### src/pkg/cdf_pkg.sv
// constants, register map and types for the caption data capture fifo
package cdf_pkg;
	// register offsets on the plain register port
	localparam logic [7:0] GEN_STATUS_ADDR = 8'h00;
	localparam logic [7:0] CAP_STATUS_ADDR = 8'h1C;
	localparam logic [7:0] CAP_DATA_ADDR   = 8'h1D;
	localparam logic [7:0] RESET_BYTE      = 8'h00;

	// caption_status bit positions
	localparam int ST_CAP_EN  = 0;
	localparam int ST_EDS_EN  = 1;
	localparam int ST_INT_EN  = 2;
	localparam int ST_AVAIL   = 3;
	localparam int ST_OVF     = 4;
	localparam int ST_PERR    = 5;
	localparam int ST_POS     = 6;
	localparam int ST_SRC     = 7;
	// general status bit that mirrors the caption interrupt
	localparam int GEN_INT_BIT = 0;

	// fifo geometry and entry layout {source, position, parity, char}
	localparam int         ENTRY_W    = 10;
	localparam int         PTR_W      = 4;
	localparam int         CNT_W      = 5;
	localparam int         E_SRC      = 9;
	localparam int         E_POS      = 8;
	localparam logic [4:0] FULL_LEVEL = 5'h10;
	localparam logic [4:0] HALF_LEVEL = 5'h08;
	localparam logic [3:0] PTR_STEP   = 4'h1;
	localparam logic [4:0] CNT_STEP   = 5'h01;

	// target lines
	localparam logic [8:0] CAP_LINE = 9'h015;
	localparam logic [8:0] EDS_LINE = 9'h11C;

	// slicing and bit timing
	localparam logic [7:0] SLICE_LEVEL = 8'h50;
	localparam logic [2:0] RUNIN_LAST  = 3'h5;
	localparam logic [2:0] START_CODE  = 3'h1;
	localparam logic [3:0] START_LAST  = 4'h2;
	localparam logic [3:0] DATA_LAST   = 4'hF;
	localparam logic [2:0] BYTE_LAST   = 3'h7;
	localparam int CLK_MHZ     = 100;
	localparam int BIT_NS      = 1987;
	localparam int BIT_CYC     = (BIT_NS * CLK_MHZ) / 1000;
	localparam logic [7:0] BIT_RELOAD = 8'(BIT_CYC - 1);
	localparam logic [7:0] LEAD_LOAD  = 8'(BIT_CYC + BIT_CYC / 4 - 1);

	typedef enum logic [3:0] {
		CDF_IDLE  = 4'b0001,
		CDF_RUNIN = 4'b0010,
		CDF_START = 4'b0100,
		CDF_DATA  = 4'b1000
	} cdf_slice_st_t;
endpackage

### src/rtl/cdf_entry_mem.sv
// 16 x 10 entry store with registered read and write-through bypass
`timescale 1ns/1ps
module cdf_entry_mem
	import cdf_pkg::*;
(
	input  wire logic               mclk_i,  // system clock
	input  wire logic               nrst_i,  // sync reset, active low
	input  wire logic               we_i,    // write enable
	input  wire logic [PTR_W-1:0]   waddr_i, // write address
	input  wire logic [ENTRY_W-1:0] wdata_i, // write data
	input  wire logic [PTR_W-1:0]   raddr_i, // read address
	output logic      [ENTRY_W-1:0] rdata_o  // registered read data
);
	logic [ENTRY_W-1:0] mem_ff [16];

	always_ff @(posedge mclk_i)
	begin
		if (we_i)
			mem_ff[waddr_i] <= wdata_i;
	end

	// bypass so a byte written into an empty fifo shows at once
	always_ff @(posedge mclk_i)
	begin
		if (!nrst_i)
			rdata_o <= '0;
		else if (we_i && (waddr_i == raddr_i))
			rdata_o <= wdata_i;
		else
			rdata_o <= mem_ff[raddr_i];
	end
endmodule // cdf_entry_mem

### src/rtl/cdf_line_slicer.sv
// slices the luma of one target line into start code and two data bytes
`timescale 1ns/1ps
module cdf_line_slicer
	import cdf_pkg::*;
(
	input  wire logic       mclk_i,       // system clock
	input  wire logic       nrst_i,       // sync reset, active low
	input  wire logic [7:0] luma_i,       // separated luma samples
	input  wire logic       line_start_i, // pulse at each line start
	input  wire logic       arm_i,        // pulse: this line is a target
	output logic      [7:0] byte_o,       // captured byte, lsb first on air
	output logic            byte_vld_o,   // one-cycle pulse per byte
	output logic            byte_high_o   // byte is the second of the line
);
	cdf_slice_st_t st_ff;
	logic       slice_ff;
	logic       prev_ff;
	logic [2:0] edge_cnt_ff;
	logic [7:0] timer_ff;
	logic [3:0] bit_idx_ff;
	logic [2:0] start_sr_ff;
	logic [7:0] data_sr_ff;
	logic       rise;
	logic       tick;

	assign rise = slice_ff && !prev_ff;
	assign tick = (timer_ff == 8'h00);

	always_ff @(posedge mclk_i)
	begin
		if (!nrst_i)
		begin
			slice_ff <= 1'b0;
			prev_ff  <= 1'b0;
		end
		else
		begin
			slice_ff <= (luma_i >= SLICE_LEVEL);
			prev_ff  <= slice_ff;
		end
	end

	always_ff @(posedge mclk_i)
	begin
		if (!nrst_i)
		begin
			st_ff       <= CDF_IDLE;
			edge_cnt_ff <= 3'h0;
			timer_ff    <= 8'h00;
			bit_idx_ff  <= 4'h0;
			start_sr_ff <= 3'h0;
			data_sr_ff  <= 8'h00;
		end
		else if (arm_i)
		begin
			st_ff       <= CDF_RUNIN;
			edge_cnt_ff <= 3'h0;
		end
		else if (line_start_i)
			st_ff <= CDF_IDLE;
		else
		begin
			case (st_ff)
				CDF_IDLE: ;
				CDF_RUNIN:
					// each run-in edge re-aligns the bit clock
					if (rise)
					begin
						timer_ff    <= LEAD_LOAD;
						edge_cnt_ff <= edge_cnt_ff + 3'h1;
						if (edge_cnt_ff == RUNIN_LAST)
						begin
							st_ff       <= CDF_START;
							bit_idx_ff  <= 4'h0;
							start_sr_ff <= 3'h0;
						end
					end
				CDF_START:
					if (tick)
					begin
						timer_ff    <= BIT_RELOAD;
						start_sr_ff <= {start_sr_ff[1:0], slice_ff};
						bit_idx_ff  <= bit_idx_ff + 4'h1;
						if (bit_idx_ff == START_LAST)
						begin
							bit_idx_ff <= 4'h0;
							if ({start_sr_ff[1:0], slice_ff} == START_CODE)
								st_ff <= CDF_DATA;
							else
								st_ff <= CDF_IDLE;
						end
					end
					else
						timer_ff <= timer_ff - 8'h01;
				CDF_DATA:
					if (tick)
					begin
						timer_ff   <= BIT_RELOAD;
						data_sr_ff <= {slice_ff, data_sr_ff[7:1]};
						bit_idx_ff <= bit_idx_ff + 4'h1;
						if (bit_idx_ff == DATA_LAST)
							st_ff <= CDF_IDLE;
					end
					else
						timer_ff <= timer_ff - 8'h01;
				default:
					st_ff <= CDF_IDLE;
			endcase
		end
	end

	// low byte first, then high byte
	always_ff @(posedge mclk_i)
	begin
		if (!nrst_i)
		begin
			byte_o      <= 8'h00;
			byte_vld_o  <= 1'b0;
			byte_high_o <= 1'b0;
		end
		else
		begin
			byte_vld_o <= 1'b0;
			if ((st_ff == CDF_DATA) && tick && (bit_idx_ff[2:0] == BYTE_LAST)
				&& !arm_i && !line_start_i)
			begin
				byte_o      <= {slice_ff, data_sr_ff[7:1]};
				byte_vld_o  <= 1'b1;
				byte_high_o <= bit_idx_ff[3];
			end
		end
	end

	AST_BYTE_FROM_DATA: assert property (@(posedge mclk_i) disable iff (!nrst_i)
		byte_vld_o |-> $past(st_ff) == CDF_DATA)
		else $error("byte emitted outside data phase");
endmodule // cdf_line_slicer

### src/rtl/cdf_capture_top.sv
// caption and extended data capture: line select, fifo, status registers
//
// Summary of operation
// capture line 21 odd, 284 even
// separate caption and extended data enables
// capture only after run-in and 001
// byte is seven-bit code plus parity
// keep parity bit, flag parity errors
// sixteen entry ten-bit fifo
// low byte first, then high byte
// entries tagged with source and position
// data available high when not empty
// interrupt pin at half full when enabled
// interrupt mirrored in general status flag
// head entry visible; data read advances
// write into full fifo sets overflow
// data read without write clears overflow
// coinciding read and write: read wins
// coinciding write keeps overflow; writes dropped
// both enables cleared flushes the fifo
// host drains fifo soon after interrupt
// decode from separated luma only
// interrupt drops below half or disabled
// pointers and fill flags stay consistent
//
// Local design decision: the address-and-strobe port.
`timescale 1ns/1ps
module cdf_capture_top
	import cdf_pkg::*;
(
	input  wire logic       mclk_i,              // system clock, 100 MHz
	input  wire logic       nrst_i,              // sync reset, active low
	input  wire logic [7:0] luma_i,              // luma after y/c separation
	input  wire logic       line_start_i,        // pulse at start of a line
	input  wire logic [8:0] line_num_i,          // frame line number
	input  wire logic       field_odd_i,         // high in the odd field
	input  wire logic [7:0] reg_addr_i,          // register address
	input  wire logic [7:0] reg_wdata_i,         // register write data
	input  wire logic       reg_wr_i,            // write strobe
	input  wire logic       reg_rd_i,            // read strobe
	output logic      [7:0] reg_rdata_o,         // read data, cycle after strobe
	output logic            caption_interrupt_o  // half-full interrupt pin
);
	import cdf_pkg::*;

	logic               caption_enable_ff;
	logic               extended_data_enable_ff;
	logic               int_enable_ff;
	logic               src_ff;
	logic               ovf_ff;
	logic               int_ff;
	logic [PTR_W-1:0]   wr_ptr_ff;
	logic [PTR_W-1:0]   rd_ptr_ff;
	logic [CNT_W-1:0]   count_ff;
	logic [PTR_W-1:0]   nxt_rd_ptr;
	logic [CNT_W-1:0]   nxt_count;
	logic [ENTRY_W-1:0] head;
	logic [ENTRY_W-1:0] entry;
	logic [7:0]         slice_byte;
	logic               slice_vld;
	logic               slice_high;
	logic               arm;
	logic               flush;
	logic               full;
	logic               avail;
	logic               push_req;
	logic               push;
	logic               pop;
	logic               drop;
	logic [7:0]         status_byte;

	// odd parity holds when the xor of all eight bits is one
	function automatic logic odd_ok(input logic [7:0] b);
		odd_ok = ^b;
	endfunction

	// control bits written by software
	always_ff @(posedge mclk_i)
	begin
		if (!nrst_i)
		begin
			caption_enable_ff       <= 1'b0;
			extended_data_enable_ff <= 1'b0;
			int_enable_ff           <= 1'b0;
		end
		else if (reg_wr_i && (reg_addr_i == CAP_STATUS_ADDR))
		begin
			caption_enable_ff       <= reg_wdata_i[ST_CAP_EN];
			extended_data_enable_ff <= reg_wdata_i[ST_EDS_EN];
			int_enable_ff           <= reg_wdata_i[ST_INT_EN];
		end
	end

	assign flush = !caption_enable_ff && !extended_data_enable_ff;

	// arm the slicer only on an enabled target line of the right field
	assign arm = line_start_i && (
		(caption_enable_ff && field_odd_i && (line_num_i == CAP_LINE)) ||
		(extended_data_enable_ff && !field_odd_i && (line_num_i == EDS_LINE)));

	always_ff @(posedge mclk_i)
	begin
		if (!nrst_i)
			src_ff <= 1'b0;
		else if (arm)
			src_ff <= !field_odd_i;
	end

	// luma only: composite never reaches the slicer
	cdf_line_slicer u_slicer (
		.mclk_i       (mclk_i),
		.nrst_i       (nrst_i),
		.luma_i       (luma_i),
		.line_start_i (line_start_i),
		.arm_i        (arm),
		.byte_o       (slice_byte),
		.byte_vld_o   (slice_vld),
		.byte_high_o  (slice_high)
	);

	// parity bit travels with the code, tags sit above it
	assign entry = {src_ff, slice_high, slice_byte};

	assign full     = (count_ff == FULL_LEVEL);
	assign avail    = (count_ff != 5'h00);
	assign push_req = slice_vld && !flush;
	// a read frees a slot only after this cycle, so a write into a full
	// fifo is lost even when a read coincides
	assign pop  = reg_rd_i && (reg_addr_i == CAP_DATA_ADDR) && avail;
	assign push = push_req && !full && !ovf_ff;
	assign drop = push_req && (full || ovf_ff);

	always_comb
	begin
		nxt_rd_ptr = rd_ptr_ff;
		nxt_count  = count_ff;
		if (flush)
		begin
			nxt_rd_ptr = '0;
			nxt_count  = '0;
		end
		else
		begin
			if (pop)
				nxt_rd_ptr = rd_ptr_ff + PTR_STEP;
			if (push && !pop)
				nxt_count = count_ff + CNT_STEP;
			else if (pop && !push)
				nxt_count = count_ff - CNT_STEP;
		end
	end

	always_ff @(posedge mclk_i)
	begin
		if (!nrst_i)
		begin
			wr_ptr_ff <= '0;
			rd_ptr_ff <= '0;
			count_ff  <= '0;
		end
		else
		begin
			rd_ptr_ff <= nxt_rd_ptr;
			count_ff  <= nxt_count;
			if (flush)
				wr_ptr_ff <= '0;
			else if (push)
				wr_ptr_ff <= wr_ptr_ff + PTR_STEP;
		end
	end

	// read address runs one step ahead so the head entry is always ready
	cdf_entry_mem u_mem (
		.mclk_i  (mclk_i),
		.nrst_i  (nrst_i),
		.we_i    (push),
		.waddr_i (wr_ptr_ff),
		.wdata_i (entry),
		.raddr_i (nxt_rd_ptr),
		.rdata_o (head)
	);

	// overflow: a dropped byte sets it and wins over the data read clear, but flush wins over both
	always_ff @(posedge mclk_i)
	begin
		if (!nrst_i)
			ovf_ff <= 1'b0;
		else if (flush)
			ovf_ff <= 1'b0;
		else if (drop)
			ovf_ff <= 1'b1;
		else if (pop && !slice_vld)
			ovf_ff <= 1'b0;
	end

	// pin and mirror follow the fill level, so they fall on their own
	always_ff @(posedge mclk_i)
	begin
		if (!nrst_i)
			int_ff <= 1'b0;
		else
			int_ff <= int_enable_ff && (count_ff >= HALF_LEVEL);
	end

	assign caption_interrupt_o = int_ff;

	always_comb
	begin
		status_byte            = RESET_BYTE;
		status_byte[ST_CAP_EN] = caption_enable_ff;
		status_byte[ST_EDS_EN] = extended_data_enable_ff;
		status_byte[ST_INT_EN] = int_enable_ff;
		status_byte[ST_AVAIL]  = avail;
		status_byte[ST_OVF]    = ovf_ff;
		status_byte[ST_PERR]   = avail && !odd_ok(head[7:0]);
		status_byte[ST_POS]    = avail && head[E_POS];
		status_byte[ST_SRC]    = avail && head[E_SRC];
	end

	// read data stand for exactly one cycle, zero otherwise
	always_ff @(posedge mclk_i)
	begin
		if (!nrst_i)
			reg_rdata_o <= RESET_BYTE;
		else if (reg_rd_i)
		begin
			case (reg_addr_i)
				GEN_STATUS_ADDR:
				begin
					reg_rdata_o              <= RESET_BYTE;
					reg_rdata_o[GEN_INT_BIT] <= int_ff;
				end
				CAP_STATUS_ADDR:
					reg_rdata_o <= status_byte;
				CAP_DATA_ADDR:
					reg_rdata_o <= avail ? head[7:0] : RESET_BYTE;
				default:
					reg_rdata_o <= RESET_BYTE;
			endcase
		end
		else
			reg_rdata_o <= RESET_BYTE;
	end

	AST_OVF_SET: assert property (@(posedge mclk_i) disable iff (!nrst_i)
		(slice_vld && !flush && full) |=> ovf_ff)
		else $error("byte into full fifo did not set overflow");

	AST_OVF_KEEP: assert property (@(posedge mclk_i) disable iff (!nrst_i)
		(ovf_ff && pop && slice_vld && !flush) |=> ovf_ff ##0 $stable(count_ff) == 1'b0)
		else $error("coinciding write cleared overflow");

	AST_OVF_CLR: assert property (@(posedge mclk_i) disable iff (!nrst_i)
		(ovf_ff && pop && !slice_vld) |=> !ovf_ff)
		else $error("clean data read did not clear overflow");

	AST_INT_RISE: assert property (@(posedge mclk_i) disable iff (!nrst_i)
		(int_enable_ff && count_ff >= HALF_LEVEL) |=> caption_interrupt_o)
		else $error("interrupt missing at half full");

	AST_INT_FALL: assert property (@(posedge mclk_i) disable iff (!nrst_i)
		(!int_enable_ff || count_ff < HALF_LEVEL) |=> !caption_interrupt_o)
		else $error("interrupt stayed high");

	AST_FLUSH: assert property (@(posedge mclk_i) disable iff (!nrst_i)
		flush |=> (count_ff == 5'h00) && !ovf_ff ##1 !status_byte[ST_AVAIL] || !flush)
		else $error("fifo not flushed with both enables off");

	AST_POP_COUNT: assert property (@(posedge mclk_i) disable iff (!nrst_i)
		(pop && !push && !flush) |=> count_ff == $past(count_ff) - CNT_STEP)
		else $error("data read did not release one entry");

	AST_FULL_HOLD: assert property (@(posedge mclk_i) disable iff (!nrst_i)
		(full && !pop && !flush) |=> full)
		else $error("full fifo changed without a read");

	AST_DATA_READ: assert property (@(posedge mclk_i) disable iff (!nrst_i)
		(pop) |=> reg_rdata_o == $past(head[7:0]))
		else $error("data read returned wrong byte");

	// the mirror is sampled at the read edge, so it matches the pin as it was then
	AST_MIRROR: assert property (@(posedge mclk_i) disable iff (!nrst_i)
		(reg_rd_i && reg_addr_i == GEN_STATUS_ADDR) |=>
			reg_rdata_o[GEN_INT_BIT] == $past(caption_interrupt_o))
		else $error("status mirror differs from pin");

	AST_AVAIL_READ: assert property (@(posedge mclk_i) disable iff (!nrst_i)
		(reg_rd_i && reg_addr_i == CAP_STATUS_ADDR) |=>
			reg_rdata_o[ST_AVAIL] == ($past(count_ff) != 5'h00))
		else $error("data available bit wrong");

	AST_PERR_READ: assert property (@(posedge mclk_i) disable iff (!nrst_i)
		(reg_rd_i && reg_addr_i == CAP_STATUS_ADDR) |=>
			reg_rdata_o[ST_PERR] == ($past(avail) && !(^$past(head[7:0]))))
		else $error("parity error bit wrong");

	AST_PUSH_COUNT: assert property (@(posedge mclk_i) disable iff (!nrst_i)
		(push && !pop && !flush) |=> count_ff == $past(count_ff) + CNT_STEP)
		else $error("stored byte did not take one entry");

	AST_DROP_COUNT: assert property (@(posedge mclk_i) disable iff (!nrst_i)
		(drop && !pop && !flush) |=> $stable(count_ff))
		else $error("dropped byte changed the fill level");

	AST_COUNT_MAX: assert property (@(posedge mclk_i) disable iff (!nrst_i)
		count_ff <= FULL_LEVEL)
		else $error("fill level beyond sixteen");

	// pointer distance and fill level must agree, full wraps to zero
	AST_PTR_GAP: assert property (@(posedge mclk_i) disable iff (!nrst_i)
		(wr_ptr_ff - rd_ptr_ff) == count_ff[PTR_W-1:0])
		else $error("pointers and fill level disagree");

	AST_POP_PTR: assert property (@(posedge mclk_i) disable iff (!nrst_i)
		(pop && !flush) |=> rd_ptr_ff == $past(rd_ptr_ff) + PTR_STEP)
		else $error("data read did not advance the head");

	AST_EMPTY_READ: assert property (@(posedge mclk_i) disable iff (!nrst_i)
		(reg_rd_i && reg_addr_i == CAP_DATA_ADDR && !avail && !flush) |=>
			(reg_rdata_o == RESET_BYTE) && $stable(rd_ptr_ff))
		else $error("empty data read moved the head");

	AST_RDATA_IDLE: assert property (@(posedge mclk_i) disable iff (!nrst_i)
		!reg_rd_i |=> reg_rdata_o == RESET_BYTE)
		else $error("read data outside the answer cycle");

	AST_FLUSH_PTR: assert property (@(posedge mclk_i) disable iff (!nrst_i)
		flush |=> (wr_ptr_ff == '0) && (rd_ptr_ff == '0))
		else $error("flush left pointers set");

	AST_FLUSH_OVF: assert property (@(posedge mclk_i) disable iff (!nrst_i)
		flush |=> !ovf_ff)
		else $error("flush left overflow set");
endmodule // cdf_capture_top

### config.mk
export PLATFORM = sky130hd
export DESIGN_NAME = cdf_capture_top
export DESIGN_NICKNAME = d
export VERILOG_FILES = /design/src/pkg/cdf_pkg.sv /design/src/rtl/cdf_entry_mem.sv /design/src/rtl/cdf_line_slicer.sv /design/src/rtl/cdf_capture_top.sv
export SDC_FILE = /design/constraint.sdc
export NUM_CORES = 1
export LEC_CHECK = 0
export BUFFER_PORTS_ARGS = -buffer_cell sky130_fd_sc_hd__buf_4
export CAP_MARGIN = 25
export CORE_AREA = 2 2 162 164
export CTS_BUF_LIST = sky130_fd_sc_hd__clkbuf_4
export DETAILED_ROUTE_END_ITERATION = 8
export DIE_AREA = 0 0 164 166
export GPL_ROUTABILITY_DRIVEN = 0
export GPL_TIMING_DRIVEN = 0
export PLACE_DENSITY_LB_ADDON = 0.1
export SKIP_CTS_REPAIR_TIMING = 1
export SLEW_MARGIN = 20
export SYNTH_ARGS = -nofsm -noshare
export SYNTH_HDL_FRONTEND = slang
export SYNTH_SLANG_ARGS = --single-unit
### constraint.sdc
create_clock -name mclk_i -period 3.7 [get_ports mclk_i]
set_input_delay 0 -clock mclk_i [delete_from_list [all_inputs] [get_ports mclk_i]]
set_output_delay 0 -clock mclk_i [all_outputs]
set_load 0.02 [all_outputs]
== Yosys cells after proc, flatten, opt, wreduce, memory -nomap -nowiden ==
Memories as Yosys holds them, arrays and structs flattened. A register that Yosys moved wholly into a read port is not among the register bits.
Cells that the tools add are included.
Word-level totals
  bits in writable memories: 160
  register bits: 68
  word-level logic and storage cells: 159
  output and inout port bits: 9
  memories: 1
Memories
  u_mem.mem_ff: depth 16, width 10, read ports 1, clocked after memory_dff 1, wr ports 1, RTL line cdf_entry_mem.sv:14  | logic [ENTRY_W-1:0] mem_ff [16];
Operators by class
  bitwise operators: 4
  reduce and logical (&&, ||, !) cells: 62
  mux-type cells: 34
  magnitude comparators: 2
  eq/ne operators: 27
  $add $sub $neg: 7
Operator list (number)
  $mux W4: 14
  $logic_and A1 B1 Y1: 25
  $mux W8: 3
  $ne A4 B2 Y1 const B: 6
  $pmux W8 S3: 1
  $reduce_and A7 Y1: 3
  $eq A8 B5 Y1 const B: 2
  $logic_not A8 Y1: 2
  $pmux W4 S4: 1
  $pmux W8 S2: 1
  $logic_not A1 Y1: 14
  $add A4 B1 Y4 const B: 3
  $ne A2 B1 Y1 const B: 6
  $pmux W4 S3: 1
  $mux W2: 5
  $mux W5: 2
  $eq A9 B5 Y1 const B: 1
  $eq A9 B9 Y1 const B: 1
  $eq A4 B2 Y1 const B: 2
  $eq A4 B4 Y1 const B: 2
  $ge A8 B7 Y1 const B: 1
  $reduce_and A4 Y1: 2
  $reduce_bool A2 Y1: 4
  $reduce_xor A8 Y1: 1
  22 further kinds: 33

== Logic depth before layout (Yosys ltp) ==
Gate-level depths: netlist of the first run.
  word-level depth: 10
  gate-level depth with buffers: 13
  depth with buffers taken out: 12

== Hierarchy ==
From an unflattened synthesis of the first run, not the netlist that was laid out.
Unflattened totals
  cell total of the unflattened synthesis: 701
  area, all modules: 10008.3 µm²
Modules (own cells, without submodules)
  cdf_entry_mem: times used 1, cells an instance 301, area an instance 6482.5 µm²
  cdf_line_slicer: times used 1, cells an instance 241, area an instance 2038.2 µm²
  cdf_capture_top: times used 1, cells an instance 159, area an instance 1487.7 µm²

== Least setup slack after synthesis of the first run ==
No wires, ideal clock.
  path kind: register -> register
  start: register count_ff[0]
  end: register count_ff[4]
  required time: 3.630 ns
  buffers on the path: 0
  stages on the path, launching flop included: 12
  arrival time: 2.829 ns
  path slack: 0.801 ns
  library setup time: 0.070 ns
  cells stage by stage: dfxtp_1 or4_4 o2111a_2 inv_2 ha_1 inv_1 fa_1 a21o_1 a21oi_1 xnor2_1 or3_1 a21oi_1
Between the ends
  cells in the longest elaborated chain, start to end: 7
  elaborated cells on any way between the ends: 15
  classes of those cells: add/sub (2); eq/ne (1); mux (2); reduce/logical (10)
Ends and longest elaborated chain
  from (decl): RTL line cdf_capture_top.sv:54  | logic [CNT_W-1:0] count_ff;
  from (signal assigned): RTL line cdf_capture_top.sv:164  | count_ff <= nxt_count;
  branches (longest 7 deep; another with $sub A5 B1 Y5)
Several ways; the timed one is not identified. The select of a mux whose other input is x is not followed.
A chain may end at the register's enable or synchronous reset.

== Worst setup path after layout of the first run ==
  start: register count_ff[0]
  end: register u_mem.rdata_o[5], read port of u_mem.mem_ff
Between the ends
  cells in the longest elaborated chain, start to end: 4
Ends and longest elaborated chain
  $reduce_bool A5 Y1: RTL line cdf_capture_top.sv:125  | assign avail = (count_ff != 5'h00);
  $logic_and A1 B1 Y1: RTL line cdf_capture_top.sv:129  | assign pop = reg_rd_i && (reg_addr_i == CAP_DATA_ADDR) && avail;
  $mux W4: RTL line cdf_capture_top.sv:144  | if (pop)
  $mux W4: RTL line cdf_capture_top.sv:137  | if (flush)
  to (decl): RTL line cdf_entry_mem.sv:12  | output logic [ENTRY_W-1:0] rdata_o
No other way between the ends.

==> out/metrics.csv, run 1 <==
metric,value,unit
drv_slew,0,
drt_first_pass_iters,5,
synth_top_flop_cell,edfxtp_1,
drc,0,
cts_tree,yes,
peakVddDrop,0.249,mV
yosysSeqAreaShare,62.9,%
grt_setup_unrepaired,no,
io_pins,48,
endpoint_kind,flop,
cts_sinks,237,
vias_per_cell,5.17,
setup_violations,0,
core-area,0.0256,mm²
cts_inserted_buffers,67,
fin_tns_setup,0,ps
antenna_found_initial,1,
cap_violations,0,
numPortBuffers,37,
critPathMaxFanout,10,
grt_pass1_wl,40.3,mm
finClkSkew,32.1,ps
yosys_warnings,0,
grt_max_degree,19,
top_layer,met4,
drive_above_1_share,19.5,%
fmax,284,MHz
synthesis.nets,909,
violations,hold timing,
syn_inst,853,
antenna_left,0,
vias,7122,
fin_cells,1377,
drt_iter0_drc,575,
wl_met3,1.62,mm
wl_per_cell,19.2,µm
synth_area,0.0101,mm²
path_clk_slew,60,ps
num_rows,59,
ctsRootBufferMaster,clkbuf_4,
cp.arrival,4050,ps
cts_max_level,3,
synth_top_cell_area_share,47.6,%
critical_path.startpoint_type,flop,
period_share,95.2,%
period_needed,3520,ps
layout.nets,1048,
routed_wl,26.5,mm
die_y,166,µm
hpwl,17.7,mm
hold_violations,2,
placed_cells,1233,
cp.required,4230,ps
synthTopCellsByArea,"edfxtp_1 48%, dfxtp_1 15%, mux2i_1 4.7%",
area_growth,18.8,%
ys_async_sr_fraction,0,%
clkLatencyLatePin,650,ps
ys_seq_elements,237,
p_per_area,440,mW/mm²
start_util,39.4,%
r2r_slack,180,ps
crit_type,reg2reg,
drt-met1-wl,12.1,mm
finish.utilization,46.8,%
wl_met2,12.2,mm
hold_path_class,in2reg,
holdWs,-7.02,ps
avgSynthCellArea,11.8,µm²
die_w,164,µm
grt_overflow_total,0,
fp.dieArea,0.0272,mm²
status,"finished, violations left",
synth-edff-count,160,
grtUsageTotal,19.8,%
cts_buffer_depth,3,
synth_cell_types,76,
maxSlewHeadroom,35.2,%
worstMarginPinSlew,968,ps
first_global_vias,6879,
cellLeakagePower,4.25,nW
yosysTopAreaCell,edfxtp_1,
## final cells by class
type / count / area (µm²)
fill: 2426 / 13600
sequential: 237 / 6350
multi-input combinational: 560 / 3540
clock buffer: 100 / 751
timing repair buffer: 70 / 592
tap: 335 / 419
buffer: 40 / 171
clock inverter: 17 / 92.6
inverter: 16 / 60.1
antenna: 2 / 5.00
## final timing paths
kind / startpoint / to / depth (start not counted)
max reg2reg: count_ff[0] / u_mem.rdata_o[5] / 10
max: count_ff[0] / u_mem.rdata_o[5] / 10
min: line_num_i[3] / u_slicer.edge_cnt_ff[0] / 5
min reg2reg: u_slicer.start_sr_ff[1] / u_slicer.start_sr_ff[1] / 2
## kinds of logic (layout without fill, tap and decap cells)
family,after synthesis,count (layout),synth area share (%)
AND/OR/NAND/NOR,319,319,14.7
flip-flops,237,237,62.9
AO/OA/AOI/OAI,151,151,10.9
buffers and inverters,56,243,2.29
multiplexers,48,48,4.78
XOR/XNOR,25,25,2.17
adder cells (fa/ha/maj),17,17,2.18
other,0,2,0
## sequential cells by signal, summed over array words and instances (netlist names), 4 cells and up
name	cells
u_mem.rdata_o	10
u_slicer.bit_idx_ff	4
u_slicer.data_sr_ff	7
u_slicer.st_ff	4
u_mem.mem_ff	160
count_ff	5
reg_rdata_o	8
u_slicer.timer_ff	8
rd_ptr_ff	4
u_slicer.byte_o	8
wr_ptr_ff	4
## report_power, final
group          leakage [nW]  total, mW  internal, mW  switching [mW]
clock network         0.517       2.37          1.30            1.07
registers              1.88       2.80          2.80         0.00616
logic                  1.86     0.0905        0.0488          0.0417
## layer usage
layer,vias to the layer above,track usage (%)
met5,-,0
met4,0,6.45
met2,211,30.8
li1,3489,-
met3,45,4.07
met1,3377,27.7
## critical path, cell delays in order (launching register included)
cell      delay [ps]
dfxtp_1          390
or4_4            610
o21ai_1          280
o211ai_2         340
nand2_2          270
buf_2            350
buf_2            310
nor2_1            60
o21ai_0          310
nand4b_1         260
o211ai_1         220
## cell usage in the layout (no fill, tap or decap), types with 6 or more instances in the layout
master,count
o211ai_1,10
nand4b_1,11
mux2i_1,47
a32oi_1,28
edfxtp_1,160
xor2_1,9
nor2_2,7
nand4_1,7
or3_1,6
buf_4,46
dlygate4sd3_1,22
inv_2,6
clkbuf_4,100
a21oi_1,38
ha_1,16
nor2_1,91
inv_1,14
nor3_1,8
o21ai_0,22
nand3_1,29
nand2_1,122
dfxtp_1,77
clkinv_1,10
clkbuf_1,21
buf_2,14
xnor2_1,16
## per-stage QoR
| step | area, µm² | total power, mW | worst slack, ps |
|---|---|---|---|
| after floorplan | 10100 | 2.90 | 801 |
| after global placement | 10800 | 2.94 | -156 |
| after detailed placement | 10900 | 2.94 | 237 |
| after CTS | 11700 | 5.34 | 164 |
| after global routing | 12000 | 5.49 | 59.5 |
| final | 12000 | 5.27 | 176 |
## Yosys cell counts, types with 2 or more instances
library cell	number
a211o_1	2
a211oi_1	4
a21o_1	4
a21oi_1	38
a22oi_1	5
a31oi_1	3
a32o_1	2
a32oi_1	28
and2_1	3
and3_1	5
buf_1	4
buf_2	14
clkbuf_1	21
dfxtp_1	77
edfxtp_1	160
ha_1	16
inv_1	14
mux2i_1	47
nand2_1	122
nand2b_1	4
nand3_1	29
nand4_1	7
nand4b_1	11
nor2_1	96
nor2_2	2
nor3_1	12
nor3b_1	2
nor4_1	4
nor4b_1	3
o211a_1	2
o211ai_1	10
o21ai_0	22
o21ai_1	4
o22ai_1	4
o311ai_0	2
or3_1	6
or4b_1	2
xnor2_1	16
xor2_1	9
(Power assumes the default switching activity.)
==> run 2: changes to the inputs <==
- BUFFER_PORTS_ARGS: -buffer_cell sky130_fd_sc_hd__buf_4 -> default
- DONT_BUFFER_PORTS: default -> 1
- REMOVE_ABC_BUFFERS: default -> 1
- SLEW_MARGIN: 20 -> default
==> run 2 against run 1 <==
The flow still finishes with violations (hold timing). Sequential power is essentially flat. Worst hold slack worse by 2.0 ps. Maximum frequency increased by 6.2%. Core utilization is 0.65 points lower. Global-route usage shrank 1.1 points. Clock power rose by 2%. Combinational power decreased by 24%. Via count shrank 0.56%. First-iteration DRC count is 10% lower. Routed wire length fell by 3.7%. Worst setup slack improved by 200 ps. Largest cell class unchanged.
==> out/metrics.csv, run 2 (synthesis results as in run 1) <==
metric,value,unit
cp_num_buf_inv,2,
nFillCells,2357,
grt_use_met3,4.55,%
wl_per_cell,19.4,µm
area_growth,17.1,%
rr_worst_depth,9,
crit_type,in2reg,
worstMarginPinSlew,1020,ps
peakVddDrop,0.197,mV
first_global_vias,6853,
crit_end,u_mem.rdata_o[7],
critPathMaxStageDelay,740,ps
use_met2,28.4,%
crit_cells,10,
die_w,164,µm
largest_reg_flops,160,
num_rows,59,
p_switching,1.11,mW
p_per_area,448,mW/mm²
period_needed,3320,ps
cp.arrival,3920,ps
largestRegisters,"u_mem.mem_ff: 160 flops, u_mem.rdata_o: 10 flops",
antenna_left,0,
final_common_cell,edfxtp_1,
vias_per_cell,5.38,
p_seq_share,53.0,%
regMostFlops,u_mem.mem_ff,
die_y,166,µm
layout.nets,987,
clkLatencyLatePin,660,ps
core-area,0.0256,mm²
numPortBuffers,0,
cp.required,4300,ps
cts_inserted_buffers,67,
start_util,39.4,%
finClkSkew,42.7,ps
hpwl,16.4,mm
cts_tree,yes,
crit_start,reg_addr_i[0],
grt_overflow_total,0,
drt_iter0_drc,516,
io_pins,48,
endpoint_kind,flop,
critPathMaxFanout,34,
maxSlewHeadroom,31.8,%
grt.met1_usage,25.5,%
switching_share,20.9,%
drc,0,
routed_wl,25.5,mm
ctsRootBufferMaster,clkbuf_4,
finish.utilization,46.1,%
drive_above_1_share,16.4,%
path_clk_slew,70,ps
crit_family,simple AND/OR/NAND/NOR gates,
hold_violations,3,
cts_max_level,3,
setup_violations,0,
grt_setup_unrepaired,no,
hold_path_class,in2reg,
cts_buffer_depth,3,
busiest_layer,met2,
holdWs,-9.02,ps
drt_first_pass_iters,5,
period_share,89.7,%
fmax,301,MHz
placed_area,0.0105,mm²
grt_max_degree,37,
vias,7082,
r2r-start,count_ff[0],
fp.dieArea,0.0272,mm²
internal_power,4.19,mW
final_area,0.0118,mm²
cellLeakagePower,4.09,nW
timing.rr.end,u_mem.rdata_o[7],
path_cells,dlygate4sd3_1 -> or4b_1 -> or3_1 -> o211ai_2 -> nand2_2 -> buf_12 -> mux2i_1 -> a32o_1 -> nor3_1 -> a221o_1,
cpMaxStageDelayCell,dlygate4sd3_1,
drv_slew,0,
antenna_found_initial,2,
grt_pass1_wl,38.4,mm
status,"finished, violations left",
critical_path.startpoint_type,input pin,
r2r_slack,390,ps
p_comb_share,1.3,%
power_frac_clock,45.7,%
layout_common_cells,"160 x edfxtp_1, 122 x nand2_1, 105 x clkbuf_4, 94 x nor2_1, 77 x dfxtp_1",
cap_violations,0,
grtUsageTotal,18.6,%
violations,hold timing,
cts_sinks,237,
==> run 2: cell types whose count changed in the layout (fill, tap and decap cells not counted), moves of 4 or more <==
cell           previous run  this run
buf_4                    46         4
buf_2                    14         0
clkbuf_4                100       105
nor2_2                    7         3
clkbuf_1                 21         0
dlygate4sd3_1            22        33
buf_1                     4         0
==> run 2: layout make-up <==
type	instances	area, µm²	area share, %
timing repair buffer	49	558	4.73
clock inverter	13	76.3	0.646
sequential	237	6350	53.7
inverter	16	60.1	0.509
clock buffer	105	788	6.67
antenna	2	5.00	0.0424
multi-input combinational	560	3560	30.1
tap	335	419	3.55
==> run 2: worst register-to-register path, stage by stage, from the launching register on <==
cell	delay [ps]
dfxtp_1	390
or4_4	610
o21ai_1	290
o211ai_2	330
nand2_2	510
buf_12	290
nand2_1	100
a32o_1	250
nor3_1	340
a221o_1	160
==> run 2: metrics by stage <==
step           TNS (ps)  setup WS [ps]  instances  power (mW)  hold WS, ps
4_1_cts               0            357       1276        5.33         -615
3_3_place_gp     -25690          -2500       1148        2.90         93.1
2_1_floorplan      -153           -153        813        2.89         88.9
6_report              0            381       1317        5.29        -9.02
3_5_place_dp          0            371       1158        2.90          103
5_1_grt               0            130       1317        5.52         24.6
==> run 2: how the worst min path moves through the flow <==
stage / startpoint / end / slack [ps] / cells after the start
2_1_floorplan: nrst_i / u_slicer.st_ff[0] / 90 / 1
3_3_place_gp: nrst_i / u_slicer.st_ff[0] / 90 / 1
3_5_place_dp: field_odd_i / src_ff / 100 / 1
4_1_cts: nrst_i / u_slicer.st_ff[0] / -620 / 1
5_1_grt: reg_addr_i[1] / reg_rdata_o[5] / 20 / 4
6_report: reg_addr_i[1] / reg_rdata_o[5] / -9 / 4
==> run 2: layer usage <==
layer / vias to the layer above / part of all wire [%]
met5: - / 0
met4: 0 / 2.6
met3: 56 / 6.0
met2: 207 / 47
met1: 3452 / 44
li1: 3367 / -
==> run 2: power by group through the flow <==
| stage | sequential, mW | clock (mW) | combinational, mW |
|---|---|---|---|
| global placement | 2.86 | 0 | 0.0396 |
| detailed placement | 2.86 | 0 | 0.0399 |
| global route | 2.80 | 2.64 | 0.0752 |
| finish | 2.81 | 2.42 | 0.0690 |
| CTS | 2.81 | 2.48 | 0.0401 |
| floorplan | 2.86 | 0 | 0.0321 |
